--- src/rtl/mic_map.vh ---
// Register offsets, field positions, reset values and vectors of the
// interrupt controller. Assumes word-aligned AHB-Lite access.
//
// Behaviour
// RL1 - Accept eight latched event sources
// RL2 - Global enable gates every unmasked source
// RL3 - Per-source enables writable regardless of global
// RL4 - Taken request clears global, vectors to 001h
// RL5 - Software clears flags before re-enabling global
// RL6 - Enable instruction sets, disable clears global
// RL7 - Return-from-handler sets global enable again
// RL8 - Flags set regardless of their enable
// RL9 - Flag read returns flags AND enables
// RL10 - Software interrupt instruction vectors to 002h
// RL11 - External pin edge polarity is selectable
// RL12 - External edge sets flag 1, enable 1
// RL13 - Enabled external edge wakes sleeping core
// RL14 - Timer 0 rollover sets flag 0
// RL15 - Timer 1 match sets flag 3, status 4
// RL16 - Flag 3 clears only after status 4
// RL17 - Timer 2 or 16-bit match sets flag 4
// RL18 - Timer 3 flag 5, never in 16-bit
// RL19 - SPI byte done sets flag 2, status 1
// RL20 - SPI byte start sets flag 7, status 6
// RL21 - Conversion done sets flag 6
// RL22 - Second falling edge ends conversion, clears enable
// RL23 - Flags sticky; hardware set beats software clear
// RL24 - All hardware sources share one vector
`ifndef MIC_MAP_VH
`define MIC_MAP_VH

// Register byte offsets
`define MIC_OFF_FLAGS 8'h00
`define MIC_OFF_ENABLES 8'h04
`define MIC_OFF_OPTION 8'h08
`define MIC_OFF_MODE 8'h0C
`define MIC_OFF_SERIAL 8'h10
`define MIC_OFF_CONV 8'h14
`define MIC_OFF_CORE 8'h18

// Flag and enable bit positions
`define MIC_SRC_T0 0
`define MIC_SRC_EXT 1
`define MIC_SRC_RX 2
`define MIC_SRC_T1 3
`define MIC_SRC_T2 4
`define MIC_SRC_T3 5
`define MIC_SRC_CONV 6
`define MIC_SRC_TX 7

// Option, mode, serial status, converter and core status fields
`define MIC_BIT_GLOBAL 6
`define MIC_BIT_EDGE 0
`define MIC_BIT_MODE16 1
`define MIC_BIT_RXSTAT 1
`define MIC_BIT_T1STAT 4
`define MIC_BIT_TXSTAT 6
`define MIC_BIT_CONVEN 7
`define MIC_BIT_VREQ 0
`define MIC_BIT_CACT 1

// Reset values and vectors
`define MIC_RST_BYTE 8'h00
`define MIC_RST_WORD 32'h00000000
`define MIC_RST_VEC 12'h000
`define MIC_VEC_HW 12'h001
`define MIC_VEC_SW 12'h002

`endif

--- src/rtl/mic_edge_detect.v ---
// External pin edge detector with selectable polarity.
// Assumes the pin is already synchronous to hclk.
`timescale 1ns/10ps
`default_nettype none

module mic_edge_detect (
	input wire hclk,
	input wire hresetn,
	input wire pin,
	input wire rising_sel,
	output reg edge_pulse
);

	reg prev_r;
	reg armed_r;

	// First sample after reset only arms, so a high pin is no false edge
	always @(posedge hclk or negedge hresetn)
	begin
		if (!hresetn)
		begin
			prev_r <= 1'b0;
			armed_r <= 1'b0;
			edge_pulse <= 1'b0;
		end
		else
		begin
			prev_r <= pin;
			armed_r <= 1'b1;
			edge_pulse <= armed_r & (rising_sel ? (pin & ~prev_r)
				: (~pin & prev_r)); // [RL11]
		end
	end

endmodule // mic_edge_detect

`default_nettype wire

--- src/rtl/mic_conv_done.v ---
// Conversion end detector on the oscillation input.
// Assumes the input is synchronous to hclk; enable comes from software.
`timescale 1ns/10ps
`default_nettype none

module mic_conv_done (
	input wire hclk,
	input wire hresetn,
	input wire enable,
	input wire osc_in,
	output reg done_pulse,
	output reg active
);

	reg prev_r;
	reg armed_r;
	reg [1:0] falls_r;
	wire rise;
	wire fall;

	assign rise = armed_r & osc_in & ~prev_r;
	assign fall = armed_r & ~osc_in & prev_r;

	// Window opens on first rising edge; second falling edge ends it
	always @(posedge hclk or negedge hresetn)
	begin
		if (!hresetn)
		begin
			prev_r <= 1'b0;
			armed_r <= 1'b0;
			falls_r <= 2'h0;
			active <= 1'b0;
			done_pulse <= 1'b0;
		end
		else if (!enable)
		begin
			prev_r <= osc_in;
			armed_r <= 1'b0;
			falls_r <= 2'h0;
			active <= 1'b0;
			done_pulse <= 1'b0;
		end
		else
		begin
			prev_r <= osc_in;
			armed_r <= 1'b1;
			done_pulse <= 1'b0;
			if (rise && !active && falls_r == 2'h0)
				active <= 1'b1;
			if (active && fall)
			begin
				falls_r <= falls_r + 2'h1;
				if (falls_r == 2'h1)
				begin
					done_pulse <= 1'b1; // [RL22]
					active <= 1'b0;
				end
			end
		end
	end

endmodule // mic_conv_done

`default_nettype wire

--- src/rtl/mic_top.v ---
// Interrupt controller: latched event flags, enables, global enable,
// vector requests to the core fetch logic, AHB-Lite register slave.
// Assumes event strobes are one-cycle pulses synchronous to hclk and
// that the core pulses the instruction inputs once per execution.
//
// Local design decisions: the address map and the AHB-Lite interface to the registers.
`timescale 1ns/10ps
`default_nettype none
`include "mic_map.vh"

module mic_top (
	input wire hclk,
	input wire hresetn,
	input wire hsel,
	input wire [31:0] haddr,
	input wire [1:0] htrans,
	input wire hwrite,
	input wire [2:0] hsize,
	input wire [31:0] hwdata,
	input wire hready,
	output wire hreadyout,
	output wire hresp,
	output reg [31:0] hrdata,
	input wire timer0_overflow_evt,
	input wire timer1_match_evt,
	input wire timer2_match_evt,
	input wire timer3_match_evt,
	input wire timer16_match_evt,
	input wire spi_rx_done_evt,
	input wire spi_tx_start_evt,
	input wire ext_pin,
	input wire oscillation_input,
	input wire enable_interrupts_instr,
	input wire disable_interrupts_instr,
	input wire return_from_handler_instr,
	input wire software_interrupt_instr,
	input wire core_sleeping,
	input wire vector_ack,
	output reg vector_req,
	output reg [11:0] vector_addr,
	output reg wake_pulse,
	output wire converter_enable
);

	// Keep set bits, drop cleared ones; a set in the same cycle wins
	function [7:0] mic_sticky;
		input [7:0] cur;
		input [7:0] set;
		input [7:0] clr;
		begin
			mic_sticky = (cur & ~clr) | set;
		end
	endfunction

	// Register word select; shared by write strobes and the read mux
	function mic_hit;
		input [7:0] addr;
		input [7:0] off;
		begin
			mic_hit = (addr == off);
		end
	endfunction

	reg [7:0] interrupt_flags_r;
	reg [7:0] interrupt_flags_nxt;
	reg [7:0] interrupt_enables_r;
	reg [7:0] serial_status_r;
	reg [7:0] serial_status_nxt;
	reg global_enable_r;
	reg global_enable_nxt;
	reg ext_edge_select_r;
	reg mode16_r;
	reg converter_enable_r;
	reg wr_pend_r;
	reg rd_pend_r;
	reg [7:0] addr_r;
	reg [7:0] flag_set;
	reg [7:0] flag_clr;
	reg [7:0] stat_set;
	reg [7:0] stat_clr;
	reg [31:0] rd_mux;
	wire addr_take;
	wire ext_evt;
	wire conv_evt;
	wire conv_active;
	wire hw_take;
	wire [7:0] wbyte;
	wire wr_flags;
	wire wr_enables;
	wire wr_option;
	wire wr_mode;
	wire wr_serial;
	wire wr_conv;

	assign wbyte = hwdata[7:0];
	assign converter_enable = converter_enable_r;

	// Zero-wait writes, one wait state on reads so data comes from a flop
	assign hreadyout = ~rd_pend_r;
	assign hresp = 1'b0;
	assign addr_take = hsel & htrans[1] & hready;

	// Write strobes act in the data phase, while hwdata stands
	assign wr_flags = wr_pend_r & mic_hit(addr_r, `MIC_OFF_FLAGS);
	assign wr_enables = wr_pend_r & mic_hit(addr_r, `MIC_OFF_ENABLES);
	assign wr_option = wr_pend_r & mic_hit(addr_r, `MIC_OFF_OPTION);
	assign wr_mode = wr_pend_r & mic_hit(addr_r, `MIC_OFF_MODE);
	assign wr_serial = wr_pend_r & mic_hit(addr_r, `MIC_OFF_SERIAL);
	assign wr_conv = wr_pend_r & mic_hit(addr_r, `MIC_OFF_CONV);

	// Pin edge detector; a polarity change alone never makes an edge
	mic_edge_detect u_edge (
		.hclk(hclk),
		.hresetn(hresetn),
		.pin(ext_pin),
		.rising_sel(ext_edge_select_r),
		.edge_pulse(ext_evt)
	);

	// Conversion window on the oscillation input; idle while disabled
	mic_conv_done u_conv (
		.hclk(hclk),
		.hresetn(hresetn),
		.enable(converter_enable_r),
		.osc_in(oscillation_input),
		.done_pulse(conv_evt),
		.active(conv_active)
	);

	// Event sources onto their flag bits
	always @*
	begin
		flag_set = `MIC_RST_BYTE; // [RL1]
		flag_set[`MIC_SRC_T0] = timer0_overflow_evt; // [RL14]
		flag_set[`MIC_SRC_EXT] = ext_evt; // [RL12]
		flag_set[`MIC_SRC_RX] = spi_rx_done_evt; // [RL19]
		flag_set[`MIC_SRC_T1] = timer1_match_evt; // [RL15]
		flag_set[`MIC_SRC_T2] = mode16_r ? timer16_match_evt
			: timer2_match_evt; // [RL17]
		// Timer 3 stays silent in 16-bit mode; its match is the wide one
		flag_set[`MIC_SRC_T3] = ~mode16_r & timer3_match_evt; // [RL18]
		flag_set[`MIC_SRC_CONV] = conv_evt; // [RL21]
		flag_set[`MIC_SRC_TX] = spi_tx_start_evt; // [RL20]
	end

	// Companion status bits in the serial status register
	always @*
	begin
		stat_set = `MIC_RST_BYTE;
		stat_set[`MIC_BIT_RXSTAT] = spi_rx_done_evt; // [RL19]
		stat_set[`MIC_BIT_T1STAT] = timer1_match_evt; // [RL15]
		stat_set[`MIC_BIT_TXSTAT] = spi_tx_start_evt; // [RL20]
	end

	// Software clears by writing zero; paired flags need status clear
	always @*
	begin
		flag_clr = `MIC_RST_BYTE;
		stat_clr = `MIC_RST_BYTE;
		if (wr_flags)
		begin
			flag_clr = ~wbyte; // [RL23]
			if (serial_status_r[`MIC_BIT_T1STAT])
				flag_clr[`MIC_SRC_T1] = 1'b0; // [RL16]
			if (serial_status_r[`MIC_BIT_RXSTAT])
				flag_clr[`MIC_SRC_RX] = 1'b0; // [RL19]
			if (serial_status_r[`MIC_BIT_TXSTAT])
				flag_clr[`MIC_SRC_TX] = 1'b0; // [RL20]
		end
		if (wr_serial)
		begin
			stat_clr[`MIC_BIT_RXSTAT] = ~wbyte[`MIC_BIT_RXSTAT];
			stat_clr[`MIC_BIT_T1STAT] = ~wbyte[`MIC_BIT_T1STAT];
			stat_clr[`MIC_BIT_TXSTAT] = ~wbyte[`MIC_BIT_TXSTAT];
		end
		interrupt_flags_nxt = mic_sticky(interrupt_flags_r, flag_set,
			flag_clr); // [RL8] [RL23]
		serial_status_nxt = mic_sticky(serial_status_r, stat_set,
			stat_clr);
	end

	// Any unmasked flag under global enable takes the shared vector.
	// A software request that cycle goes first; the flag stays pending
	// and is taken once the software vector has been acknowledged.
	assign hw_take = ~vector_req & ~software_interrupt_instr
		& global_enable_r
		& (|(interrupt_flags_r & interrupt_enables_r)); // [RL2] [RL24]

	// Global enable: hardware take beats instructions beats register write
	always @*
	begin
		global_enable_nxt = global_enable_r;
		if (wr_option)
			global_enable_nxt = wbyte[`MIC_BIT_GLOBAL];
		if (enable_interrupts_instr)
			global_enable_nxt = 1'b1; // [RL6]
		if (return_from_handler_instr)
			global_enable_nxt = 1'b1; // [RL7]
		if (disable_interrupts_instr)
			global_enable_nxt = 1'b0; // [RL6]
		if (hw_take)
			global_enable_nxt = 1'b0; // [RL4]
	end

	// Flag, status and global enable storage
	always @(posedge hclk or negedge hresetn)
	begin
		if (!hresetn)
		begin
			interrupt_flags_r <= `MIC_RST_BYTE;
			serial_status_r <= `MIC_RST_BYTE;
			global_enable_r <= 1'b0;
		end
		else
		begin
			interrupt_flags_r <= interrupt_flags_nxt;
			serial_status_r <= serial_status_nxt;
			global_enable_r <= global_enable_nxt;
		end
	end

	// Plain control registers written over the bus
	always @(posedge hclk or negedge hresetn)
	begin
		if (!hresetn)
		begin
			interrupt_enables_r <= `MIC_RST_BYTE;
			ext_edge_select_r <= 1'b0;
			mode16_r <= 1'b0;
			converter_enable_r <= 1'b0;
		end
		else
		begin
			if (wr_enables)
				interrupt_enables_r <= wbyte; // [RL3]
			// Mode bits only steer later events, never stored flags
			if (wr_mode)
			begin
				ext_edge_select_r <= wbyte[`MIC_BIT_EDGE]; // [RL11]
				mode16_r <= wbyte[`MIC_BIT_MODE16];
			end
			// Hardware end of conversion wins over a same-cycle write
			if (conv_evt)
				converter_enable_r <= 1'b0; // [RL22]
			else if (wr_conv)
				converter_enable_r <= wbyte[`MIC_BIT_CONVEN];
		end
	end

	// Vector request held until the fetch logic acknowledges it
	always @(posedge hclk or negedge hresetn)
	begin
		if (!hresetn)
		begin
			vector_req <= 1'b0;
			vector_addr <= `MIC_RST_VEC;
		end
		// Requests arriving while one is pending are not queued
		else if (vector_req)
		begin
			if (vector_ack)
				vector_req <= 1'b0;
		end
		else if (software_interrupt_instr)
		begin
			vector_req <= 1'b1;
			vector_addr <= `MIC_VEC_SW; // [RL10]
		end
		else if (hw_take)
		begin
			vector_req <= 1'b1;
			vector_addr <= `MIC_VEC_HW; // [RL4]
		end
	end

	// Wake only resumes the core; the vector path decides handler or not
	// Enable bit 1 is read live, so software sets it before sleeping
	always @(posedge hclk or negedge hresetn)
	begin
		if (!hresetn)
			wake_pulse <= 1'b0;
		else
			wake_pulse <= core_sleeping & ext_evt
				& interrupt_enables_r[`MIC_SRC_EXT]; // [RL13]
	end

	// Read mux; unmapped offsets read zero
	always @*
	begin
		rd_mux = `MIC_RST_WORD;
		if (mic_hit(addr_r, `MIC_OFF_FLAGS))
			rd_mux[7:0] = interrupt_flags_r & interrupt_enables_r; // [RL9]
		else if (mic_hit(addr_r, `MIC_OFF_ENABLES))
			rd_mux[7:0] = interrupt_enables_r;
		else if (mic_hit(addr_r, `MIC_OFF_OPTION))
			rd_mux[`MIC_BIT_GLOBAL] = global_enable_r;
		else if (mic_hit(addr_r, `MIC_OFF_MODE))
		begin
			rd_mux[`MIC_BIT_EDGE] = ext_edge_select_r;
			rd_mux[`MIC_BIT_MODE16] = mode16_r;
		end
		else if (mic_hit(addr_r, `MIC_OFF_SERIAL))
			rd_mux[7:0] = serial_status_r;
		else if (mic_hit(addr_r, `MIC_OFF_CONV))
			rd_mux[`MIC_BIT_CONVEN] = converter_enable_r;
		else if (mic_hit(addr_r, `MIC_OFF_CORE))
		begin
			rd_mux[`MIC_BIT_VREQ] = vector_req;
			rd_mux[`MIC_BIT_CACT] = conv_active;
		end
	end

	// Bus phases: capture address, then write or fetch read data
	// A read wait blocks address capture; hready is low meanwhile
	always @(posedge hclk or negedge hresetn)
	begin
		if (!hresetn)
		begin
			wr_pend_r <= 1'b0;
			rd_pend_r <= 1'b0;
			addr_r <= `MIC_RST_BYTE;
			hrdata <= `MIC_RST_WORD;
		end
		else
		begin
			if (rd_pend_r)
			begin
				hrdata <= rd_mux;
				rd_pend_r <= 1'b0;
			end
			else if (addr_take)
			begin
				addr_r <= {haddr[7:2], 2'b00};
				wr_pend_r <= hwrite;
				rd_pend_r <= ~hwrite;
			end
			else
				wr_pend_r <= 1'b0;
		end
	end

endmodule // mic_top

`default_nettype wire

--- config.mk ---
export PLATFORM = sky130hd
export DESIGN_NAME = mic_top
export DESIGN_NICKNAME = d
export VERILOG_FILES = /design/src/rtl/mic_edge_detect.v /design/src/rtl/mic_conv_done.v /design/src/rtl/mic_top.v
export VERILOG_INCLUDE_DIRS = /design/src /design/src/rtl
export SDC_FILE = /design/constraint.sdc
export NUM_CORES = 1
export LEC_CHECK = 0
export BUFFER_PORTS_ARGS = -buffer_cell sky130_fd_sc_hd__buf_2
export CELL_PAD_IN_SITES_DETAIL_PLACEMENT = 0
export CELL_PAD_IN_SITES_GLOBAL_PLACEMENT = 1
export CORE_MARGIN = 8
export CORE_UTILIZATION = 35
export CTS_CLUSTER_DIAMETER = 120
export DETAILED_ROUTE_END_ITERATION = 10
export HOLD_SLACK_MARGIN = 0.08
export PLACE_DENSITY_LB_ADDON = 0.25
export SYNTH_ARGS = -nofsm -noshare
export SYNTH_HDL_FRONTEND = slang
export SYNTH_HIERARCHICAL = 1
export SYNTH_SLANG_ARGS = --single-unit
--- constraint.sdc ---
create_clock -name hclk -period 3.38 [get_ports hclk]
set_clock_uncertainty 0.05 [all_clocks]
set_input_delay 0.169 -clock hclk [delete_from_list [all_inputs] [get_ports hclk]]
set_output_delay 0.169 -clock hclk [all_outputs]
set_load 0.03 [all_outputs]
Word level (Yosys, flattened, before mapping)
Cells that the tools add are included.

Word-level logic and storage cells: 132. Input bits: 89. Output and inout bits: 49. Bits in registers: 67.

Multiplexer cells: 48. Add/subtract/negate cells: 1. Bitwise operators: 41. Reductions and logical operators: 12. Eq/ne operators: 8.

Operators with widths (count): $mux 1 (34); $and 8x8->8 (3); $mux 12 (2); $mux 8 (3); $and 1x1->1 (21); $eq 6x3->1 const B (3); $not 8->8 (2); $eq 6x2->1 const B (2); $mux 2 (6); $mux 6 (2); $not 1->1 (12); $logic_not 8->1 (1); $not 7->8 (1); $or 8x7->8 (1); $or 8x8->8 (1); $reduce_or 8->1 (1); $eq 6x1->1 const B (1); $mux 5 (1); $reduce_bool 5->1 (1); $reduce_and 2->1 (2); $reduce_bool 2->1 (2); $logic_and 1x1->1 (3); $add 2x1->2 const B (1); $eq 2x1->1 const B (1); 3 further kinds (3).

Longest topological paths before layout
Gate-level depths: netlist of run 1.

Depth after elaboration: 8. Depth in mapped cells: 5. Depth with buffers taken out: 4.

By module
Netlist of run 1, hierarchy kept.

By module, submodules not included: mic_top (area each 2247.2 µm², seq. area each 1076.0 µm², instances 1, cells an instance 216); mic_conv_done (area each 265.3 µm², seq. area each 150.1 µm², instances 1, cells an instance 23); mic_edge_detect (area each 102.6 µm², seq. area each 75.1 µm², instances 1, cells an instance 7).

Worst setup path after synthesis of run 1
No wires, ideal clock.

Path type: reg2reg. Start: register addr_r[7]. End: register interrupt_enables_r[7]. Buffers on the path: 1. Arrival: 1.557 ns. Stages on the path, launching flop included: 6. Required time: 3.205 ns. Period minus slack after synthesis: 1.732 ns. Slack: 1.648 ns. Library setup time: 0.125 ns. Cell sequence: dfrtp_1 > or3_1 > buf_6 > nor3_4 > nand2_4 > mux2_4.

Cells in the longest elaborated chain, start to end: 2.

Ends and longest elaborated chain: from (decl) (RTL line mic_top.v:76) `reg [7:0] addr_r;`; from (signal assigned) (RTL line mic_top.v:321) `` addr_r <= `MIC_RST_BYTE; ``; from (signal assigned) (RTL line mic_top.v:333) `addr_r <= {haddr[7:2], 2'b00};`; $eq 6x1->1 (RTL line mic_top.v:60) `mic_hit = (addr == off);`; $and 1x1->1 (RTL line mic_top.v:105) `` assign wr_enables = wr_pend_r & mic_hit(addr_r, `MIC_OFF_ENABLES); ``; to (signal assigned) (RTL line mic_top.v:227) `` interrupt_enables_r <= `MIC_RST_BYTE; ``; to (signal assigned) (RTL line mic_top.v:235) `interrupt_enables_r <= wbyte;`; to (decl) (RTL line mic_top.v:66) `reg [7:0] interrupt_enables_r;`.

No other way between the ends. A chain may end at the register's enable or synchronous reset.

Worst setup path in the final report of run 1
Start: register addr_r[7]. End: register interrupt_flags_r[3].

Cells in the longest elaborated chain, start to end: 6.

Ends and longest elaborated chain: $logic_not 8->1 (RTL line mic_top.v:60); $and 1x1->1 (RTL line mic_top.v:104) `` assign wr_flags = wr_pend_r & mic_hit(addr_r, `MIC_OFF_FLAGS); ``; $mux 8 (RTL line mic_top.v:160) `if (wr_flags)`; $not 8->8 (RTL line mic_top.v:51) `mic_sticky = (cur & ~clr) | set;`; $and 8x8->8 (RTL line mic_top.v:51); $or 8x8->8 (RTL line mic_top.v:51); named net interrupt_flags_nxt[3] (RTL line mic_top.v:65) `reg [7:0] interrupt_flags_nxt;`; to (signal assigned) (RTL line mic_top.v:210) `` interrupt_flags_r <= `MIC_RST_BYTE; ``; to (signal assigned) (RTL line mic_top.v:216) `interrupt_flags_r <= interrupt_flags_nxt;`; to (decl) (RTL line mic_top.v:64) `reg [7:0] interrupt_flags_r;`.

The timed path passes the listed nets, and every way through them passes these cells.

==> impl_results.md, run 1 <==
* Run status: completed
* Met1 Use GR at between 15 and 20%
* # hold bufs at CTS at 25
* CTS Sinks at 52
* R2R setup slack at 880 ps
* I/O Pins at about 140
* Row cnt at 31
* Total Routing Usage GR at 12.6%
* Congestion Overflow GR at 0
* Die Area at 10500 sq um
* DR DRC count at 0
* Comb pwr share at 23.5%
* Final setup fails at 0
* RSZ-0062 raised after global routing: false
* Leakage at about 1.5 nW
* Die Span X at 102 um
* Area delta synth->final at 20.6%
* Routed WL per cell at roughly 15 um
* Synth warn at 6
* Mapped Area at around 2600 sq um
* Max transition margin at a little over half
* Layout cells sized above 1 at between 20% and 30%
* Worst path arrival time at about 2600 ps
* FF+latch count, synth at 52
* Final non-filler cell area at around 3200 sq um
* Iter 0 DRT Violations at 87
* Root Buffer: clkbuf_8
* CTS Buf Count at 5
* Post-synth EDFFs at 0
* Fmax at 0.399 GHz
* Worst-path clk slew at 90 ps
* DP Wirelength at 4610 um
* Reg2reg start: addr_r[7]$_DFFE_PN0P_
* Fin Setup TNS at 0 ps
* Power per cell area at 461 nW/um^2
* Detailed-route via count at roughly 1900
* Grt peak-use layer: met2
* Worst VDD drop at between 0.15 and 0.2 mV
* Minimum clock period at about 2500 ps
* CTS tree: built
* Mapped Cells at 246
* Period utilization at between 70% and 80%
* Worst reg2reg endpoint: interrupt_flags_r[3]$_DFF_PN0_
* Routing usage on met2 at 20.0%
* Pint at about 1000 uW
* Netlist cell types at 50
* Seq pwr share at about half
* First-pass GRT wire length at between 10000 and 15000 um
* Worst setup endpoint: interrupt_flags_r[3]$_DFF_PN0_
* CP max FO at 8
* Count of final max-slew check failures at 0
* Placer congestion estimate at 0.729
* Syn avg cell area at 10.6 sq um
* Actual slew at the worst max-slew pin at approximately 690 ps
* Drt first pass iters at 6
* Net Switching at roughly 470 uW
* CP startpoint: addr_r[7]$_DFFE_PN0P_
* Dpl cell area at 2810 sq um
* Met3 Resource Use GR at under 10%
* Total length of routed wires at 6230 um
* N_diodes at 0
* Nets at just over 400
* Post-Place Setup Slack at 1290 ps
* Clk Latency, worst-skew pair at approximately 300 ps
* Worst Reg-to-Reg Cells at 5
* Die H at slightly above 100 um
* Synth Flop Type: dfrtp_1
* Initial Utilization at a little over a third
* Critical path class: flop to flop
* Core ar. at about 7300 sq um
* Via-to-Cell Ratio at roughly 4.6
* Largest net degree at the start of global routing at 32
* Remaining antenna violation count after routing at 0
* Net Sw Frac at about a third
* Input/output buffers at 48
* Initial antenna violation count at 0
* Final setup margin at just under 900 ps
* Clk pwr share at about 25%
* Asr flop ratio synth at between 90% and 100%
* Startpoint types: flop
* Tightest Hold Check Type: input pin to flop
* Worst-case hold slack at between 80 and 90 ps
* Max H-tree Level at 2
* Hold Vio Cnt, Final at 0
* Register area share after synthesis at approximately 50%
* Vias in the first global route at 2021
* Max-Cap Viols at 0
* Worst setup EP type: flop
* Fillcell total at between 700 and 800
* Post-CTS sizing at 0
* Clk buf depth at 2
* Post-CTS setup buffer count at 0
* Req. time, crit path at between 3000 and 4000 ps
-- area by class of cell --
cell class | instances | area, sq um | share of cell area [%]
multi-input combinational | 177 | 1110 | 35.1
timing repair buffer | 74 | 498 | 15.8
sequential | 52 | 1300 | 41.3
tap | 99 | 124 | 3.93
inverter | 9 | 33.8 | 1.07
clock buffer | 8 | 90.1 | 2.86
-- registers in the layout, summed over array words and instances (netlist names), 2 cells and up --
signal,cells
vector_addr,2
u_conv/falls_r,2
hrdata,8
addr_r,6
interrupt_enables_r,8
mic_sticky.cur,3
interrupt_flags_r,8
-- stage by stage --
stage / power [mW] / cells / util, %
2_1_floorplan: 1.02 / 280 / -
3_3_place_gp: 1.08 / 386 / 38.8
3_5_place_dp: 1.09 / 386 / 38.8
4_1_cts: 1.47 / 419 / 43.5
5_1_grt: 1.54 / 419 / 43.5
6_report: 1.46 / 419 / 43.5
-- power by group through the flow --
stage	sequential, mW	combinational [mW]	clock, mW
floorplan	0.786	0.234	0
global placement	0.763	0.322	0
detailed placement	0.765	0.324	0
CTS	0.752	0.346	0.375
global route	0.765	0.377	0.399
finish	0.752	0.343	0.361
-- critical path: stages, from the launching register on --
cell and delay [ps]:
dfrtp_1 390, nor3_1 470, nand3_1 500, o31ai_1 360
nand2b_1 80, dlygate4sd3_1 550
-- logic make-up after synthesis --
kind of cell	Yosys count	synth area share (%)
other cells	2	0.287
flops	52	49.8
mux	20	8.56
simple gates	73	15.8
compound gates	46	11.9
fa+ha+maj	2	0.957
buf+inv	51	12.8
-- layout by cell type (no fill, tap or decap), types with 2 or more instances in the layout --
master,instances
clkbuf_1,2
nor2b_1,3
inv_1,8
a22oi_1,2
a22o_1,2
conb_1,36
o31ai_1,3
buf_2,48
nand2b_1,12
ha_1,2
nor3_1,3
nand3_1,4
a211oi_1,3
a31oi_1,2
o21ai_0,12
dfrtp_1,52
mux2i_1,4
nand4b_1,3
a21oi_1,9
mux2_2,15
a21boi_1,2
nand4_1,4
o2bb2ai_1,3
clkbuf_8,6
dlygate4sd3_1,25
nor2_1,11
nand2_1,19
and3_1,2
nand3b_1,2
-- per-layer routing --
metal  up-vias  share of wire [%]
met3        10                6.0
met1       928                 46
met5         -                  0
met4         0                1.4
met2        61                 47
li1        932                  -
-- synthesized netlist by cell type (all sizes together), types with 4 or more instances --
cell    number  share of area (%)
dfrtp       52                 50
buf         38                 11
nand2       20                3.2
mux2        16                7.0
nand2b      12                2.9
o21ai       12                2.3
nor2        11                1.6
a21oi        9                1.7
inv          8                1.1
clkbuf       4               0.62
mux2i        4                1.5
nand3        4               0.77
nand4        4               0.96
nor3         4                1.2
-- how the worst min path moves through the flow --
stage | endpoint | slack (ps) | cells past startpoint | startpoint
2_1_floorplan | addr_r[2]$_DFFE_PN0P_ | -180 | 0 | hresetn
3_3_place_gp | interrupt_flags_r[3]$_DFF_PN0_ | 210 | 1 | hresetn
3_5_place_dp | interrupt_flags_r[3]$_DFF_PN0_ | 210 | 1 | hresetn
4_1_cts | interrupt_enables_r[7]$_DFFE_PN0P_ | 80 | 2 | hwdata[7]
5_1_grt | interrupt_enables_r[4]$_DFFE_PN0P_ | 80 | 2 | hwdata[4]
6_report | interrupt_flags_r[7]$_DFF_PN0_ | 80 | 3 | hwdata[7]
Note: power is estimated with default switching activity, not from simulation.
==> inputs of run 2 (changes only) <==
Settings changed: CORE_UTILIZATION 35 to 33.
Clock period 3.38 ns to 2.37 ns, I/O delays scaled along.
==> run 2 against run 1 <==
Net effect:
- critical path depth rose by 1
- clock-buffer cell count is 3 lower
- register-to-register slack worse by 530 ps
- global-route usage is 0.81 points lower
- clock power grew 71%
- combinational power increased by 53%
- fmax grew 24%
- first-iteration DRC count is 49% lower
- sequential cell count is the same
- hold slack better by 140 ps
- non-clock buffer count rose by 12
==> impl_results.md, run 2 (same netlist as run 1, synthesis figures left out) <==
* Placer congestion estimate at 0.759 (+4.2%)
* CP Buf/Inv Count at 2 (+1)
* RSZ-0062 raised after global routing: false
* Run status: completed
* Clk buf depth at 2 (unchanged)
* Max-Cap Viols at 0 (unchanged)
* Met1 Use GR at 14.5% (-1.9 points)
* Area delta synth->final at 26.0%
* Largest net degree at the start of global routing at 53 (+66%)
* CP max FO at 8 (unchanged)
* CP max stage delay at 560 ps (about the same)
* Count of final max-slew check failures at 0 (unchanged)
* Fmax at 0.494 GHz (+24%)
* Fin Setup TNS at 0 ps (unchanged)
* Congestion Overflow GR at 0 (unchanged)
* Ordered list of cells on the worst path: buf_4 -> nor2_1 -> nand4_1 -> o21ai_0 -> nand2b_1 -> dlygate4sd3_1
* Row cnt at 32 (+3.2%)
* Root Buffer: clkbuf_8
* Routed WL per cell at 14.6 um (-1.7%)
* Die H at 105 um (+2.5%)
* DP Wirelength at 4620 um (+0.36%)
* Vias in the first global route at 2096 (+3.7%)
* Die Span X at 105 um (+2.5%)
* Routing usage on met2 at 19.3% (-0.66 points)
* N_diodes at 0 (unchanged)
* Worst VDD drop at 0.240 mV (+36%)
* Actual slew at the worst max-slew pin at 664 ps (-28.2 ps)
* Layout cells sized above 1 at 25.6% (+1.2 points)
* Nets at 422 (+2.9%)
* Critical path class: flop to flop
* Initial Utilization at 34.0% (-2.0 points)
* Tightest Hold Check Type: input pin to flop
* Leakage at 1.52 nW (+4.1%)
* I/O Pins at 138 (unchanged)
* Final setup fails at 0 (unchanged)
* Minimum clock period at 2020 ps (-479 ps)
* CTS Buf Count at 5 (unchanged)
* Worst path arrival time at 2170 ps (-470 ps)
* Total length of routed wires at 6350 um (+1.8%)
* Die Area at 11000 sq um (+5.1%)
* Via-to-Cell Ratio at 4.47 (-3.1%)
* Total Routing Usage GR at 11.8% (-0.81 points)
* Initial antenna violation count at 0 (unchanged)
* Core ar. at 7690 sq um (+6.0%)
* Worst setup EP type: flop
* Grt peak-use layer: met2
* Max transition margin at 55.8% (+1.9 points)
* CTS tree: built
* Remaining antenna violation count after routing at 0 (unchanged)
* Req. time, crit path at 2520 ps (-1000 ps)
* CTS Sinks at 52 (unchanged)
* Input/output buffers at 48 (unchanged)
* Max H-tree Level at 2 (unchanged)
* Worst-path clk slew at 90 ps (about the same)
* Placed Cells at 393 (+1.8%)
* First-pass GRT wire length at 10700 um (+5.4%)
* Drt first pass iters at 4 (-2)
* Hold Vio Cnt, Final at 0 (unchanged)
* Crit path max-delay cell type: dlygate4sd3_1
* Period utilization at 85.4% (+11 points)
* Commonest cells after routing, fill and taps aside: 52 x dfrtp_1, 48 x buf_2, 36 x conb_1
* Final cell count without fillers at 434 (+3.6%)
* Power per cell area at 668 nW/um^2 (+45%)
* Most common cell after layout, fill and taps aside: dfrtp_1
* Detailed-route via count at 1938 (+0.36%)
* Clk Latency, worst-skew pair at 310 ps (about the same)
* Startpoint types: flop
* Met3 Resource Use GR at 3.69% (+0.76 points)
* Top flop regs: hrdata: 8 flops, interrupt_enables_r: 8 flops, interrupt_flags_r: 8 flops
* Iter 0 DRT Violations at 44 (-49%)
* DR DRC count at 0 (unchanged)
* CP delay by family, top: buffers and inverters
[run 2: what timing repair did]
action | in CTS | in global routing
gates resized for setup | 0 | 1
endpoints found under the hold margin | 90 | 0
hold buffers | 33 | 0
setup endpoints to repair | 0 | 3
setup buffers | 0 | 0
[run 2: worst reg2reg max path, stage by stage, from the launching register on]
cell and delay, ps:
dfrtp_1 430, buf_4 180, nor2_1 170, nand4_1 230, o21ai_0 210, nand2b_1 80, dlygate4sd3_1 560
[run 2: path summary, 6_finish.rpt]
path                                        startpoint                              to  slack, ps  depth (start not counted)
max                              addr_r[2]$_DFFE_PN0P_     mic_sticky.cur[6]$_DFF_PN0_        350                          6
min                                             hready             rd_pend_r$_DFF_PN0_        220                          3
max reg2reg                      addr_r[2]$_DFFE_PN0P_     mic_sticky.cur[6]$_DFF_PN0_        350                          6
min reg2reg                u_conv/done_pulse$_DFF_PN0_    converter_enable$_DFFE_PN0P_        390                          1
max in group asynchronous                      hresetn  interrupt_flags_r[0]$_DFF_PN0_       1430                          3
min in group asynchronous                      hresetn  interrupt_flags_r[3]$_DFF_PN0_        410                          3
[run 2: report_power, final]
part	switching, mW	leakage [nW]	internal [mW]	total [mW]
clock	0.304	0.0541	0.313	0.616
sequential	0.0831	0.606	0.975	1.06
combinational	0.321	0.863	0.205	0.526
total	0.708	1.52	1.49	2.20
[run 2: metrics by stage]
stage               power (mW)  hold slack [ps]  worst slack (ps)  utilization (%)  cell area, sq um
global route              2.33              232               199             42.9              3290
detailed placement        1.56              206               373             37.0              2850
global placement          1.56              204               373             37.0              2850
floorplan                 1.45             -227               638                -              2740
finish                    2.20              219               345             42.9              3290
CTS                       2.23              218               158             42.8              3290
[run 2: cell type report]
class,count,area (sq um)
Clock buffer,5,68.8
Tap cell,102,128
Inverter,9,33.8
Multi-Input combinational cell,177,1110
Clock inverter,3,42.5
Timing Repair Buffer,86,608
Sequential cell,52,1300
Fill cell,791,4390
[run 2: routing by layer]
metal	vias to the layer above	part of all wire, %
met3	6	5.5
met2	52	48
met4	0	1.1
met5	-	0
li1	959	-
met1	921	45
==> inputs of run 3 (changes only) <==
Settings changed: REMOVE_ABC_BUFFERS set to 1.
==> run 3 against run 2 <==
Net effect:
- routed wire length is 0.57% higher
- power shrank 1.0%
- hold slack worse by 110 ps
- die area stayed put
- first-iteration DRC count is 130% higher
- critical endpoint is now interrupt_enables_r[7]$_DFFE_PN0P_
==> impl_results.md, run 3 (same netlist as run 1, synthesis figures left out) <==
* Multi-input combinational cell area at 1110 sq um (unchanged)
* Worst-path clk slew at 100 ps (about the same)
* R2R setup slack at 310 ps (-30 ps)
* N_diodes at 0 (unchanged)
* Reg2reg start: addr_r[7]$_DFFE_PN0P_
* Max transition margin at 55.8% (about the same)
* CTS tree: built
* Fillcell total at 781 (-1.3%)
* Iter 0 DRT Violations at 99 (+130%)
* Hold path start: vector_ack
* Fmax at 0.487 GHz (-1.5%)
* Die Span X at 105 um (unchanged)
* Root Buffer: clkbuf_8
* Remaining antenna violation count after routing at 0 (unchanged)
* Total Routing Usage GR at 12.0% (+0.23 points)
* Fin Setup TNS at 0 ps (unchanged)
* Hold Vio Cnt, Final at 0 (unchanged)
* Largest net degree at the start of global routing at 53 (unchanged)
* Vias in the first global route at 2094 (-0.095%)
* Final setup margin at 315 ps (-30.3 ps)
* Final cell count without fillers at 429 (-1.2%)
* Pwr Total at 2.18 mW (-1.0%)
* CTS Buf Count at 5 (unchanged)
* Critical path class: flop to flop
* Detailed-route via count at 1950 (+0.62%)
* Req. time, crit path at 2510 ps (about the same)
* Total length of routed wires at 6380 um (+0.57%)
* Die Area at 11000 sq um (unchanged)
* Max H-tree Level at 2 (unchanged)
* Worst path arrival time at 2200 ps (+30 ps)
* Period utilization at 86.7% (+1.3 points)
* Core ar. at 7690 sq um (unchanged)
* Worst hold path endpoint: vector_req$_DFF_PN0_
* Worst Reg-to-Reg Cells at 4 (-2)
* Startpoint types: flop
* First-pass GRT wire length at 10900 um (+1.9%)
* DP Wirelength at 4660 um (+0.77%)
* Worst setup EP type: flop
* Count of final max-slew check failures at 0 (unchanged)
* Power per cell area at 671 nW/um^2 (+0.47%)
* Final non-filler cell area at 3250 sq um (-1.5%)
* Nets at 417 (-1.2%)
* Area delta synth->final at 24.1%
* Most common cell after layout, fill and taps aside: dfrtp_1
* Congestion Overflow GR at 0 (unchanged)
* Post-CTS setup buffer count at 0 (unchanged)
* Placed Cells at 391 (-0.51%)
* Initial Utilization at 34.0% (unchanged)
* Placer congestion estimate at 0.747 (-1.7%)
* Actual slew at the worst max-slew pin at 663 ps (-0.165 ps)
* Final setup fails at 0 (unchanged)
* Top flop regs: hrdata: 8 flops, interrupt_enables_r: 8 flops, interrupt_flags_r: 8 flops
* I/O Pins at 138 (unchanged)
* Layout cells sized above 1 at 25.1% (-0.53 points)
* Post-Place Setup Slack at 320 ps (-53.8 ps)
* Register Area at 1300 sq um (unchanged)
* Clk buf depth at 2 (unchanged)
* Tightest Hold Check Type: input pin to flop
* Clk Latency, worst-skew pair at 300 ps (about the same)
* Minimum clock period at 2060 ps (+30.3 ps)
* Hold Path Cell Cnt at 3 (unchanged)
* RSZ-0062 raised after global routing: false
* Drt first pass iters at 4 (unchanged)
* Die H at 105 um (unchanged)
* DR DRC count at 0 (unchanged)
* Row cnt at 32 (unchanged)
* Routed WL per cell at 14.9 um (+1.7%)
* Run status: completed
* Input/output buffers at 48 (unchanged)
* Via-to-Cell Ratio at 4.55 (+1.8%)
* Dpl cell area at 2830 sq um (-0.53%)
* Worst VDD drop at 0.287 mV (+20%)
* Worst reg2reg endpoint: interrupt_enables_r[7]$_DFFE_PN0P_
* CTS Sinks at 52 (unchanged)
* Max-Cap Viols at 0 (unchanged)
* Leakage at 1.51 nW (-1.0%)
* Commonest cells after routing, fill and taps aside: 52 x dfrtp_1, 48 x buf_2, 36 x conb_1
* Initial antenna violation count at 0 (unchanged)
* CP max FO at 8 (unchanged)
[run 3: cell types whose count changed in the layout (fill, tap and decap cells not counted), sizes merged]
cell / delta
dlygate4sd3: -3
buf: -2
clkbuf: +1
clkinvlp: -1
[run 3: cell type report]
cell class | count | area share [%]
timing repair buffer | 81 | 17.3
tap | 102 | 3.93
multi-input combinational | 177 | 34.3
clock inverter | 2 | 1.08
inverter | 9 | 1.04
clock buffer | 6 | 2.24
sequential | 52 | 40.1
[run 3: metal layers]
layer  global-route usage (%)  wire length, um  vias to the layer above
li1                         -                -                      954
met1                     15.7             3020                      929
met2                     18.4             2910                       61
met3                     3.75              378                        6
met4                     3.87               74                        0
met5                        0                0                        -
[run 3: how the worst max path moves through the flow]
stage                                from                                 end  slack (ps)  cells after the start
finish              addr_r[7]$_DFFE_PN0P_  interrupt_enables_r[7]$_DFFE_PN0P_         310                      4
global route        addr_r[7]$_DFFE_PN0P_  interrupt_enables_r[7]$_DFFE_PN0P_         190                      4
CTS                 addr_r[7]$_DFFE_PN0P_         global_enable_r$_DFFE_PN0P_         180                      5
detailed placement  addr_r[7]$_DFFE_PN0P_  interrupt_enables_r[7]$_DFFE_PN0P_         320                      4
global placement    addr_r[7]$_DFFE_PN0P_  interrupt_enables_r[7]$_DFFE_PN0P_         320                      4
floorplan             rd_pend_r$_DFF_PN0_               addr_r[2]$_DFFE_PN0P_         580                      3
[run 3: power by group]
group | switching, mW | internal (mW) | total, mW
registers | 0.0960 | 0.975 | 1.07
clock network | 0.292 | 0.314 | 0.606
logic | 0.306 | 0.195 | 0.501
total | 0.694 | 1.48 | 2.18
[run 3: critical path, stage by stage (launching register included)]
cell,delay (ps)
dfrtp_1,410
or3_1,540
nor3_4,430
nand2_4,190
mux2_4,330
[run 3: what timing repair did]
action	CTS	global route
gates resized for setup	0	1
hold buffers	30	0
endpoints found under the hold margin	88	0
endpoints found under the setup margin	0	1
[run 3: per-stage QoR]
step | util, % | hold WS [ps]
after CTS | 42.2 | 113
after floorplan | - | -227
after detailed placement | 36.8 | 212
after global routing | 42.2 | 164
final | 42.2 | 106
after global placement | 36.8 | 207
